**config.mk**
```make
export PLATFORM = sky130hd
export DESIGN_NAME = sofc_top
export DESIGN_NICKNAME = d
export VERILOG_FILES = /design/src/hw/sofc_pkg.sv /design/src/hw/sofc_top.sv
export SDC_FILE = /design/constraint.sdc
export NUM_CORES = 1
export LEC_CHECK = 0
export ABC_AREA = 1
export BUFFER_PORTS_ARGS = -buffer_cell sky130_fd_sc_hd__clkbuf_2
export CORE_MARGIN = 2
export CORE_UTILIZATION = 51
export DETAILED_ROUTE_END_ITERATION = 8
export PLACE_DENSITY_LB_ADDON = 0.08
export SETUP_SLACK_MARGIN = 0.4
export SKIP_LAST_GASP = 1
export SLEW_MARGIN = 0
export SYNTH_ARGS = -nofsm -noshare
export SYNTH_HDL_FRONTEND = slang
export SYNTH_SLANG_ARGS = --single-unit
export TNS_END_PERCENT = 20
```
**constraint.sdc**
```tcl
create_clock -name clk -period 8.3 [get_ports clk]
set_clock_uncertainty 0.15 [all_clocks]
set_input_delay 0.415 -clock clk [delete_from_list [all_inputs] [get_ports clk]]
set_output_delay 0.415 -clock clk [all_outputs]
set_load 0.05 [all_outputs]
```
**src/hw/sofc_pkg.sv**
```systemverilog
package sofc_pkg;

	// ******************************************************
	// Register map
	// ******************************************************
	localparam logic [7:0] UNLOCK_PIN_AND_REF_DIVIDER_CONFIG_ADDR = 8'h16;
	localparam logic [7:0] OUTPUT_DURING_UNLOCK_CONFIG_ADDR       = 8'h17;
	localparam logic [7:0] DEVICE_CONTROL_ADDR                    = 8'h02;
	localparam logic [7:0] DEVICE_CONFIG_ADDR                     = 8'h03;
	localparam logic [7:0] RATIO_BASE_ADDR                        = 8'h06;
	localparam logic [7:0] RATIO_LAST_ADDR                        = 8'h09;

	// ******************************************************
	// Field positions
	// ******************************************************
	localparam int UNLOCK_PIN_STYLE_BIT     = 6;
	localparam int REF_INPUT_DIVIDER_LSB    = 3;
	localparam int OUTPUT_DURING_UNLOCK_BIT = 4;
	localparam int SECONDARY_PIN_SOURCE_LSB = 1;
	localparam int UNLOCK_STATUS_BIT        = 7;

	// ******************************************************
	// Reset values (none documented; zero chosen)
	// ******************************************************
	localparam logic [7:0]  CFG1_RESET  = 8'h00;
	localparam logic [7:0]  CFG2_RESET  = 8'h00;
	localparam logic [1:0]  SRC_RESET   = 2'h0;
	localparam logic [31:0] RATIO_RESET = 32'h0000_0000;

	// ******************************************************
	// Encodings
	// ******************************************************
	localparam logic [1:0] DIV_BY_4 = 2'h0;
	localparam logic [1:0] DIV_BY_2 = 2'h1;
	localparam logic [1:0] DIV_BY_1 = 2'h2;
	localparam logic [1:0] SRC_REF  = 2'h0;
	localparam logic [1:0] SRC_PLL  = 2'h2;
	localparam logic [1:0] SRC_LOCK = 2'h3;

endpackage : sofc_pkg

```
**src/hw/sofc_top.sv**
```systemverilog
// Operation
// - Unlock pin style applies only when secondary pin shows lock state
// - Style zero: push-pull, high when unlocked, low when locked
// - Style one: open drain, low when unlocked, released when locked
// - Reference divider: 00 by four, 01 by two, 10 by one, 11 reserved
// - Output-during-unlock zero: clock outputs held low while unlocked
// - Output-during-unlock one: clock outputs always enabled
// - First config register at 16h: style bit 6, divider bits 4:3
// - Second config register at 17h: output-during-unlock at bit 4
// - Source: 00 reference, 10 PLL copy, 11 lock indicator, 01 reserved
// - Four byte registers form user ratio, most significant byte first
// - Read-only status bit: one unlocked, zero locked
`timescale 1ns/1ps

module sofc_top
	import sofc_pkg::*;
(
	// Clock and reset
	input  wire logic        clk,
	input  wire logic        arst_n,
	// Register port (synchronous control port decode)
	input  wire logic        reg_wr,
	input  wire logic        reg_rd,
	input  wire logic [7:0]  reg_addr,
	input  wire logic [7:0]  reg_wdata,
	output logic      [7:0]  reg_rdata,
	output logic             reg_rvalid,
	// Analog PLL side
	input  wire logic        pll_unlocked,
	input  wire logic        pll_clk_in,
	input  wire logic        ref_clk_in,
	// Outputs
	output logic             clk_out,
	output logic             secondary_pin_o,
	output logic             secondary_pin_oe,
	output logic             ref_div_en,
	output logic      [31:0] user_ratio_value
);

	// ******************************************************
	// Reset release and input synchronisers
	// ******************************************************
	logic       rst_s1_q, rst_n_q;
	logic [2:0] in_s1_q, in_s2_q;

	// Reset release through two flops
	always_ff @(posedge clk or negedge arst_n) begin
		if (!arst_n) begin
			rst_s1_q <= 1'b0;
			rst_n_q  <= 1'b0;
		end else begin
			rst_s1_q <= 1'b1;
			rst_n_q  <= rst_s1_q;
		end
	end

	// Two-flop synchronisers for unlock, PLL clock and reference clock
	always_ff @(posedge clk or negedge rst_n_q) begin
		if (!rst_n_q) begin
			in_s1_q <= 3'h1;
			in_s2_q <= 3'h1;
		end else begin
			in_s1_q <= {ref_clk_in, pll_clk_in, pll_unlocked};
			in_s2_q <= in_s1_q;
		end
	end

	logic unl, pll_c, ref_c;
	assign unl   = in_s2_q[0];
	assign pll_c = in_s2_q[1];
	assign ref_c = in_s2_q[2];

	// ******************************************************
	// Register file
	// ******************************************************
	logic [7:0]  cfg1_q, cfg1_d, cfg2_q, cfg2_d;
	logic [1:0]  src_q, src_d;
	logic [31:0] ratio_q, ratio_d;
	logic [7:0]  rdata_d;
	logic        rvalid_d;

	// Upper bit of the two-bit secondary source field
	localparam int SRC_LSB_HI = SECONDARY_PIN_SOURCE_LSB + 1;

	// Write decode and read mux
	always_comb begin
		cfg1_d   = cfg1_q;
		cfg2_d   = cfg2_q;
		src_d    = src_q;
		ratio_d  = ratio_q;
		rdata_d  = 8'h00;
		rvalid_d = reg_rd;
		if (reg_wr) begin
			if (reg_addr == UNLOCK_PIN_AND_REF_DIVIDER_CONFIG_ADDR) begin
				cfg1_d = reg_wdata;
			end
			if (reg_addr == OUTPUT_DURING_UNLOCK_CONFIG_ADDR) begin
				cfg2_d = reg_wdata;
			end
			if (reg_addr == DEVICE_CONFIG_ADDR) begin
				src_d = reg_wdata[SRC_LSB_HI:SECONDARY_PIN_SOURCE_LSB];
			end
			if (reg_addr >= RATIO_BASE_ADDR && reg_addr <= RATIO_LAST_ADDR) begin
				ratio_d = put_byte(ratio_q, reg_addr - RATIO_BASE_ADDR,
					reg_wdata);
			end
		end
		if (reg_rd) begin
			unique case (reg_addr)
				UNLOCK_PIN_AND_REF_DIVIDER_CONFIG_ADDR: rdata_d = cfg1_q;
				OUTPUT_DURING_UNLOCK_CONFIG_ADDR:       rdata_d = cfg2_q;
				DEVICE_CONTROL_ADDR:
					rdata_d = {unl, 7'h00};
				DEVICE_CONFIG_ADDR:
					rdata_d = {5'h00, src_q, 1'b0};
				8'h06, 8'h07, 8'h08, 8'h09:
					rdata_d = get_byte(ratio_q, reg_addr - RATIO_BASE_ADDR);
				default: rdata_d = 8'h00;
			endcase
		end
	end

	// Byte index 0 is the most significant byte
	function automatic logic [31:0] put_byte(input logic [31:0] v,
		input logic [7:0] idx, input logic [7:0] b);
		logic [31:0] r;
		r = v;
		r[8*(3-idx[1:0]) +: 8] = b;
		return r;
	endfunction : put_byte

	function automatic logic [7:0] get_byte(input logic [31:0] v,
		input logic [7:0] idx);
		return v[8*(3-idx[1:0]) +: 8];
	endfunction : get_byte

	// Register storage
	always_ff @(posedge clk or negedge rst_n_q) begin
		if (!rst_n_q) begin
			cfg1_q     <= CFG1_RESET;
			cfg2_q     <= CFG2_RESET;
			src_q      <= SRC_RESET;
			ratio_q    <= RATIO_RESET;
			reg_rdata  <= 8'h00;
			reg_rvalid <= 1'b0;
		end else begin
			cfg1_q     <= cfg1_d;
			cfg2_q     <= cfg2_d;
			src_q      <= src_d;
			ratio_q    <= ratio_d;
			reg_rdata  <= rdata_d;
			reg_rvalid <= rvalid_d;
		end
	end

	// ******************************************************
	// Reference divider enable
	// ******************************************************
	logic [1:0] div_cnt_q, div_cnt_d;
	logic       ref_prev_q, ref_en_d;
	logic [1:0] div_sel;
	assign div_sel = cfg1_q[REF_INPUT_DIVIDER_LSB +: 2];

	// One pulse per one, two or four reference rising edges
	always_comb begin
		div_cnt_d = div_cnt_q;
		ref_en_d  = 1'b0;
		if (ref_c && !ref_prev_q) begin
			div_cnt_d = div_cnt_q + 2'h1;
			unique case (div_sel)
				DIV_BY_4: ref_en_d = (div_cnt_q == 2'h3);
				DIV_BY_2: ref_en_d = div_cnt_q[0];
				DIV_BY_1: ref_en_d = 1'b1;
				default:  ref_en_d = 1'b0; // Reserved code: no pulses
			endcase
		end
	end

	always_ff @(posedge clk or negedge rst_n_q) begin
		if (!rst_n_q) begin
			div_cnt_q  <= 2'h0;
			ref_prev_q <= 1'b0;
			ref_div_en <= 1'b0;
		end else begin
			div_cnt_q  <= div_cnt_d;
			ref_prev_q <= ref_c;
			ref_div_en <= ref_en_d;
		end
	end

	// ******************************************************
	// Output gating and secondary pin
	// ******************************************************
	logic clk_out_d, sec_o_d, sec_oe_d;

	always_comb begin
		// Gate clock low on unlock unless kept running
		clk_out_d = (unl && !cfg2_q[OUTPUT_DURING_UNLOCK_BIT])
			? 1'b0 : pll_c;
		sec_oe_d = 1'b1;
		unique case (src_q)
			SRC_REF: sec_o_d = ref_c;
			SRC_PLL: sec_o_d = clk_out_d;
			SRC_LOCK: begin
				if (cfg1_q[UNLOCK_PIN_STYLE_BIT]) begin
					sec_o_d  = 1'b0;
					sec_oe_d = unl;
				end else begin
					sec_o_d = unl;
				end
			end
			default: sec_o_d = 1'b0; // Reserved source drives low
		endcase
	end

	always_ff @(posedge clk or negedge rst_n_q) begin
		if (!rst_n_q) begin
			clk_out          <= 1'b0;
			secondary_pin_o  <= 1'b0;
			secondary_pin_oe <= 1'b0;
			user_ratio_value <= RATIO_RESET;
		end else begin
			clk_out          <= clk_out_d;
			secondary_pin_o  <= sec_o_d;
			secondary_pin_oe <= sec_oe_d;
			user_ratio_value <= ratio_q;
		end
	end

endmodule : sofc_top

```
==> results.sh, run 1 <==
export IMPL_status="complete, no violations"
export IMPL_hold_viol=0
export IMPL_synth_seq_cells=106
export IMPL_power_density_nw_per_um2=180
export IMPL_synth_async_reset_ratio=1.00
export IMPL_finalSetupTns_ps=0
export IMPL_fin_ws_ps=5960
export IMPL_portBuffers=67
export IMPL_holdCritPathClass="input port to flop"
export IMPL_n_antenna_cell=0
export IMPL_num_io_pins=68
export IMPL_ys_seq_area_frac=0.583
export IMPL_worstPathArrival_ps=2450
export IMPL_criticalPathCategory="input port to flop"
export IMPL_synth_flop_cell="dfrtp_1"
export IMPL_synth_largest_area_cell="dfrtp_1"
export IMPL_wl_um=10700
export IMPL_drtPass1Iterations=8
export IMPL_grt_ovfl_total=0
export IMPL_fmax_ghz=0.427
export IMPL_p_leak_nw=2.84
export IMPL_yosysWarningCount=0
export IMPL_syn_nets=541
export IMPL_drv_cap=0
export IMPL_synth_edf_count=0
export IMPL_critPathMaxFanout=27
export IMPL_worstPathRequired_ps=8400
export IMPL_relSlewSlack=0.442
export IMPL_core_area_um2=8680
export IMPL_cts_sinks=106
export IMPL_netlist_area_leader_share=0.571
export IMPL_synth_distinct_cells=29
export IMPL_grt_pass1_wl_um=17700
export IMPL_rsz0062_at_grt="no"
export IMPL_clk_latency_ps=360
export IMPL_dieArea_um2=9710
export IMPL_tritoncts="done"
export IMPL_fp_dieH_um=98.5
export IMPL_nets=614
export IMPL_antenna_found_initial=0
export IMPL_yosysMostFrequentCell="nand2_1"
export IMPL_path_clk_slew_ps=90
export IMPL_cts_path_max_buffers=2
export IMPL_synth_common_cells="nand2_1, dfrtp_1, inv_1"
export IMPL_detail_route_antenna_nets=0
export IMPL_cts_buffers=9
export IMPL_place_ws_ps=5630
export IMPL_drc=0
export IMPL_place_hpwl_um=8070
export IMPL_grt_usage=0.236
export IMPL_maxSlewViolCount=0
export IMPL_synth_avg_cell_area_um2=8.88
export IMPL_wire_per_inst_um=15.4
export IMPL_gp_congestion=0.938
export IMPL_crit_path_end_kind="flop"
export IMPL_fin_crit_ps=2340
export IMPL_die_w_um=98.5
export IMPL_grt_max_degree=69
export IMPL_post_route_period_util=0.282
export IMPL_viasPerCell=5.09
export IMPL_rows=34
export IMPL_initial_core_util=0.525
export IMPL_cts_max_level=3
export IMPL_tightest_slew_ps=837
export IMPL_num_vias=3553
export IMPL_power_mw=0.929
export IMPL_ir_drop_uv=109
export IMPL_postSynthCellCount=513
export IMPL_drive_above_1_share=0.190
export IMPL_setup_viol=0
export IMPL_cts_setup_buffers=0
export IMPL_final_core_util=0.596
export IMPL_grt_pass1_vias=3392
export IMPL_drt_iter0_drc=194
export IMPL_start_kind="input port"
export IMPL_synth_area_leaders="dfrtp_1, nand2_1, nand3_1, inv_1, nor2_1"
export IMPL_clock_root_buffer="clkbuf_8"
export IMPL_syn_area_um2=4560
export IMPL_syn2layout_area_growth_pct=13.5
==> path summary, 6_finish.rpt <==
kind	start	end	slack, ps	cells past startpoint
worst min register to register	rst_n_q	user_ratio_value[7]	130	0
worst max register to register	rst_n_q	cfg2_q[6]	6660	1
worst max-delay path	reg_addr[0]	ratio_q[18]	5960	8
min in group asynchronous	rst_n_q	user_ratio_value[7]	130	0
max in group asynchronous	rst_n_q	cfg2_q[6]	6660	1
worst min-delay path	reg_rd	reg_rvalid	30	1
==> flip-flops by register name (all words and copies together) (netlist names) <==
name and flops:
src_q 2, rst_s1_q 1, cfg1_q 8, in_s1_q 3, div_cnt_q 2, in_s2_q 3
cfg2_q 8, secondary_pin_oe 1, ratio_q 32, reg_rdata 8, clk_out 1, reg_rvalid 1
secondary_pin_o 1, ref_prev_q 1, ref_div_en 1, rst_n_q 1, user_ratio_value 32
==> cells by family after synthesis <==
group | synth area share
AOI/OAI and AO/OA | 0.0434
xor gates and xnor gates | 0.00192
adders and majority gates | 0.0137
buffers and inverters | 0.0601
DFF | 0.583
muxes | 0.00247
other | 0.000823
and+or+nand+nor | 0.295
==> stage by stage <==
step / cell area [um2] / hold slack [ps] / instances
floorplan: 4560 / -30.6 / 513
global placement: 4970 / 50.2 / 679
detailed placement: 4970 / 51.5 / 679
CTS: 5150 / 0.337 / 696
global route: 5170 / 18.5 / 698
finish: 5170 / 31.5 / 698
==> power by group <==
part           switching [mW]  total, mW  internal, mW  leakage [nW]
Combinational          0.0719      0.102        0.0301          1.37
Clock                   0.163      0.271         0.108        0.0677
Sequential             0.0173      0.556         0.539          1.41
Total                   0.253      0.929         0.676          2.84
==> area by class of cell <==
class | count | area (um2)
Timing Repair Buffer | 72 | 383
Clock buffer | 11 | 131
Sequential cell | 106 | 2660
Clock inverter | 4 | 30.0
Multi-Input combinational cell | 344 | 1630
Fill cell | 805 | 3510
Inverter | 53 | 204
Tap cell | 108 | 135
==> worst max-delay path, cell delays in order <==
cell and delay [ps]:
clkbuf_2 320, inv_2 280, ha_1 570, clkinv_1 320
nand2_1 310, nor3_1 70, nand2_1 90, nand2_1 60
==> what timing repair did <==
| item | 4_1_cts | 5_1_grt |
|---|---|---|
| hold buffers | 2 | 2 |
| endpoints found under the hold margin | 3 | 2 |
| gates resized for setup | 0 | 0 |
==> layer usage <==
metal,up-vias,global-route usage,part of all wire
met5,-,0,0
met1,1691,0.330,0.44
met2,104,0.372,0.47
met4,0,0.0991,0.032
met3,23,0.0348,0.054
li1,1735,-,-
==> layout by cell type (no fill, tap or decap) <==
| cell | synthesis | routed |
|---|---|---|
| nand2_1 | 195 | 195 |
| dfrtp_1 | 104 | 103 |
| clkbuf_2 | 0 | 67 |
| inv_1 | 44 | 44 |
| nand3_1 | 41 | 41 |
| nor2_1 | 41 | 41 |
| o21a_1 | 12 | 12 |
| nor3_1 | 11 | 11 |
| clkbuf_8 | 0 | 9 |
| nor2_4 | 8 | 8 |
| a21oi_1 | 7 | 7 |
| inv_2 | 5 | 5 |
| o21ai_0 | 5 | 5 |
| ha_1 | 5 | 5 |
| o21ai_2 | 4 | 4 |
| nand2_4 | 4 | 4 |
| clkinvlp_4 | 0 | 4 |
| dlygate4sd3_1 | 0 | 4 |
| nand2_2 | 3 | 3 |
| clkinv_1 | 3 | 3 |
| clkbuf_1 | 0 | 2 |
| dfstp_2 | 2 | 2 |
| nor2_8 | 1 | 1 |
| a21boi_0 | 1 | 1 |
| nand4_1 | 1 | 1 |
| o21ai_1 | 1 | 1 |
| nand3_4 | 1 | 1 |
| inv_6 | 1 | 1 |
| mux2_2 | 1 | 1 |
| xnor2_1 | 1 | 1 |
| buf_4 | 3 | 1 |
| dfrtp_4 | 0 | 1 |
| conb_1 | 1 | 1 |
No activity file was read; power rests on OpenSTA's default activity.
==> run 2, diff against run 1 <==
Clock period 8.3 ns to 2.2 ns, I/O delays scaled along.
==> run 2 against run 1 <==
  * Sequential power increased to 3.8 times the previous value
  * Critical path depth unchanged
  * Register-to-register slack got worse by 5700 ps
  * Global-route usage decreased by 0.23 points
  * Flip-flop and latch count unchanged
  * Highest routed layer unchanged
==> results.sh, run 2 (synthesis gave the netlist of run 1 again) <==
export IMPL_status="complete, no violations"
export IMPL_core_area_um2=8680
export IMPL_r2r_setup_slack_ps=940
export IMPL_cp_cell_sequence="clkbuf_2, inv_2, ha_1, clkinv_1, nand2_1, nor3_1, nand2_1, nand2_1"
export IMPL_holdCritPathClass="input port to flop"
export IMPL_cts_sinks=106
export IMPL_wire_per_inst_um=14.9
export IMPL_rr_worst_depth=6
export IMPL_ir_drop_uv=343
export IMPL_viasPerCell=5.13
export IMPL_maxSlewViolCount=0
export IMPL_crit_path_end_kind="flop"
export IMPL_p_leak_nw=2.94
export IMPL_rows=34
export IMPL_critPathSlowestCell="ha_1"
export IMPL_fmax_ghz=0.650
export IMPL_use_met1=0.332
export IMPL_fin_crit_ps=1540
export IMPL_cts_buffers=9
export IMPL_grt_max_degree=55
export IMPL_p_comb_frac=0.112
export IMPL_top_regs="ratio_q: 32 flops, user_ratio_value: 32 flops"
export IMPL_fp_dieH_um=98.5
export IMPL_post_route_period_util=0.699
export IMPL_whs_ps=91.3
export IMPL_reg2reg_from="ratio_q[11]"
export IMPL_drv_cap=0
export IMPL_crit_buf_inv=3
export IMPL_num_io_pins=68
export IMPL_drive_above_1_share=0.196
export IMPL_worstPathRequired_ps=2320
export IMPL_p_int_mw=2.63
export IMPL_num_vias=3666
export IMPL_post_cts_resized=0
export IMPL_antenna_found_initial=0
export IMPL_critPathMaxStageDelay_ps=330
export IMPL_hold_viol=0
export IMPL_layout_common_cells="nand2_1, dfrtp_1, clkbuf_2"
export IMPL_detail_route_antenna_nets=0
export IMPL_initial_core_util=0.525
export IMPL_drtPass1Iterations=5
export IMPL_clock_root_buffer="clkbuf_8"
export IMPL_grt_pass1_vias=3480
export IMPL_setup_viol=0
export IMPL_dieArea_um2=9710
export IMPL_power_density_nw_per_um2=681
export IMPL_syn2layout_area_growth_pct=17.4
export IMPL_whs_path_depth=4
export IMPL_grt_use_met3=0.0326
export IMPL_path_clk_slew_ps=100
export IMPL_criticalPathCategory="input port to flop"
export IMPL_nets=629
export IMPL_portBuffers=67
export IMPL_setup_worst_path_start="reg_addr[1]"
export IMPL_die_w_um=98.5
export IMPL_holdPathEnd="cfg1_q[3]"
export IMPL_use_met2=0.361
export IMPL_p_clk_frac=0.313
export IMPL_switchingPower_mw=1.02
export IMPL_seqPwrFrac=0.575
export IMPL_cts_max_level=3
export IMPL_place_hpwl_um=7870
export IMPL_timing_rr_end="reg_rdata[3]"
export IMPL_worstPathArrival_ps=1660
export IMPL_cts_hold_buf=14
export IMPL_finalSetupTns_ps=0
export IMPL_rsz0062_at_grt="no"
export IMPL_crit_family="buffers and inverters"
export IMPL_grt_pass1_wl_um=17600
export IMPL_n_antenna_cell=0
export IMPL_switching_share=0.279
export IMPL_cts_setup_buffers=0
export IMPL_cts_path_max_buffers=2
export IMPL_mostFrequentLayoutCell="nand2_1"
export IMPL_hold_path_startpoint="reg_wr"
export IMPL_grt_usage=0.233
export IMPL_drc=0
export IMPL_wl_um=10600
export IMPL_clk_latency_ps=370
export IMPL_gp_congestion=0.927
export IMPL_crit_path_frequent_cell="nand2_1"
export IMPL_start_kind="input port"
export IMPL_grt_busiest_layer="met2"
export IMPL_tritoncts="done"
export IMPL_critPathMaxFanout=12
export IMPL_drt_iter0_drc=215
export IMPL_grt_ovfl_total=0
[run 2: tightest hold or removal path, delay by kind of cell]
| kind | cells | cell delay, ps |
|---|---|---|
| compound gates | 1 | 110 |
| buf+inv | 2 | 240 |
| simple gates | 1 | 130 |
[run 2: layer usage]
layer | up-vias | part of all wire
met5 | - | 0
met4 | 0 | 0.027
met3 | 22 | 0.050
met2 | 127 | 0.47
met1 | 1747 | 0.46
li1 | 1770 | -
[run 2: worst max path at each step]
stage	end	cells past startpoint	slack, ps
final	ratio_q[19]	8	660
after global routing	ratio_q[19]	8	560
after CTS	cfg1_q[0]	8	730
after detailed placement	ratio_q[29]	10	330
after global placement	ratio_q[21]	8	400
after floorplan	ratio_q[16]	10	420
[run 2: power by group through the flow]
stage / sequential, mW / clock (mW) / combinational (mW)
finish: 2.09 / 1.14 / 0.410
global route: 2.11 / 1.25 / 0.451
CTS: 2.10 / 1.16 / 0.411
detailed placement: 2.13 / 0 / 0.390
global placement: 2.13 / 0 / 0.383
floorplan: 2.20 / 0 / 0.193
[run 2: stage by stage]
stage	util	instance area [um2]	setup slack [ps]	instances	power, mW
after floorplan	-	4560	424	513	2.39
after global placement	0.578	5020	402	684	2.51
after detailed placement	0.578	5020	330	684	2.52
after CTS	0.616	5350	729	714	3.67
after global routing	0.616	5350	558	714	3.81
final	0.616	5350	662	714	3.64
[run 2: area by class of cell]
class | count | area, um2
tap | 108 | 135
multi-input combinational | 344 | 1630
clock buffer | 11 | 141
timing repair buffer | 87 | 533
clock inverter | 5 | 47.5
inverter | 53 | 204
fill | 774 | 3330
sequential | 106 | 2660
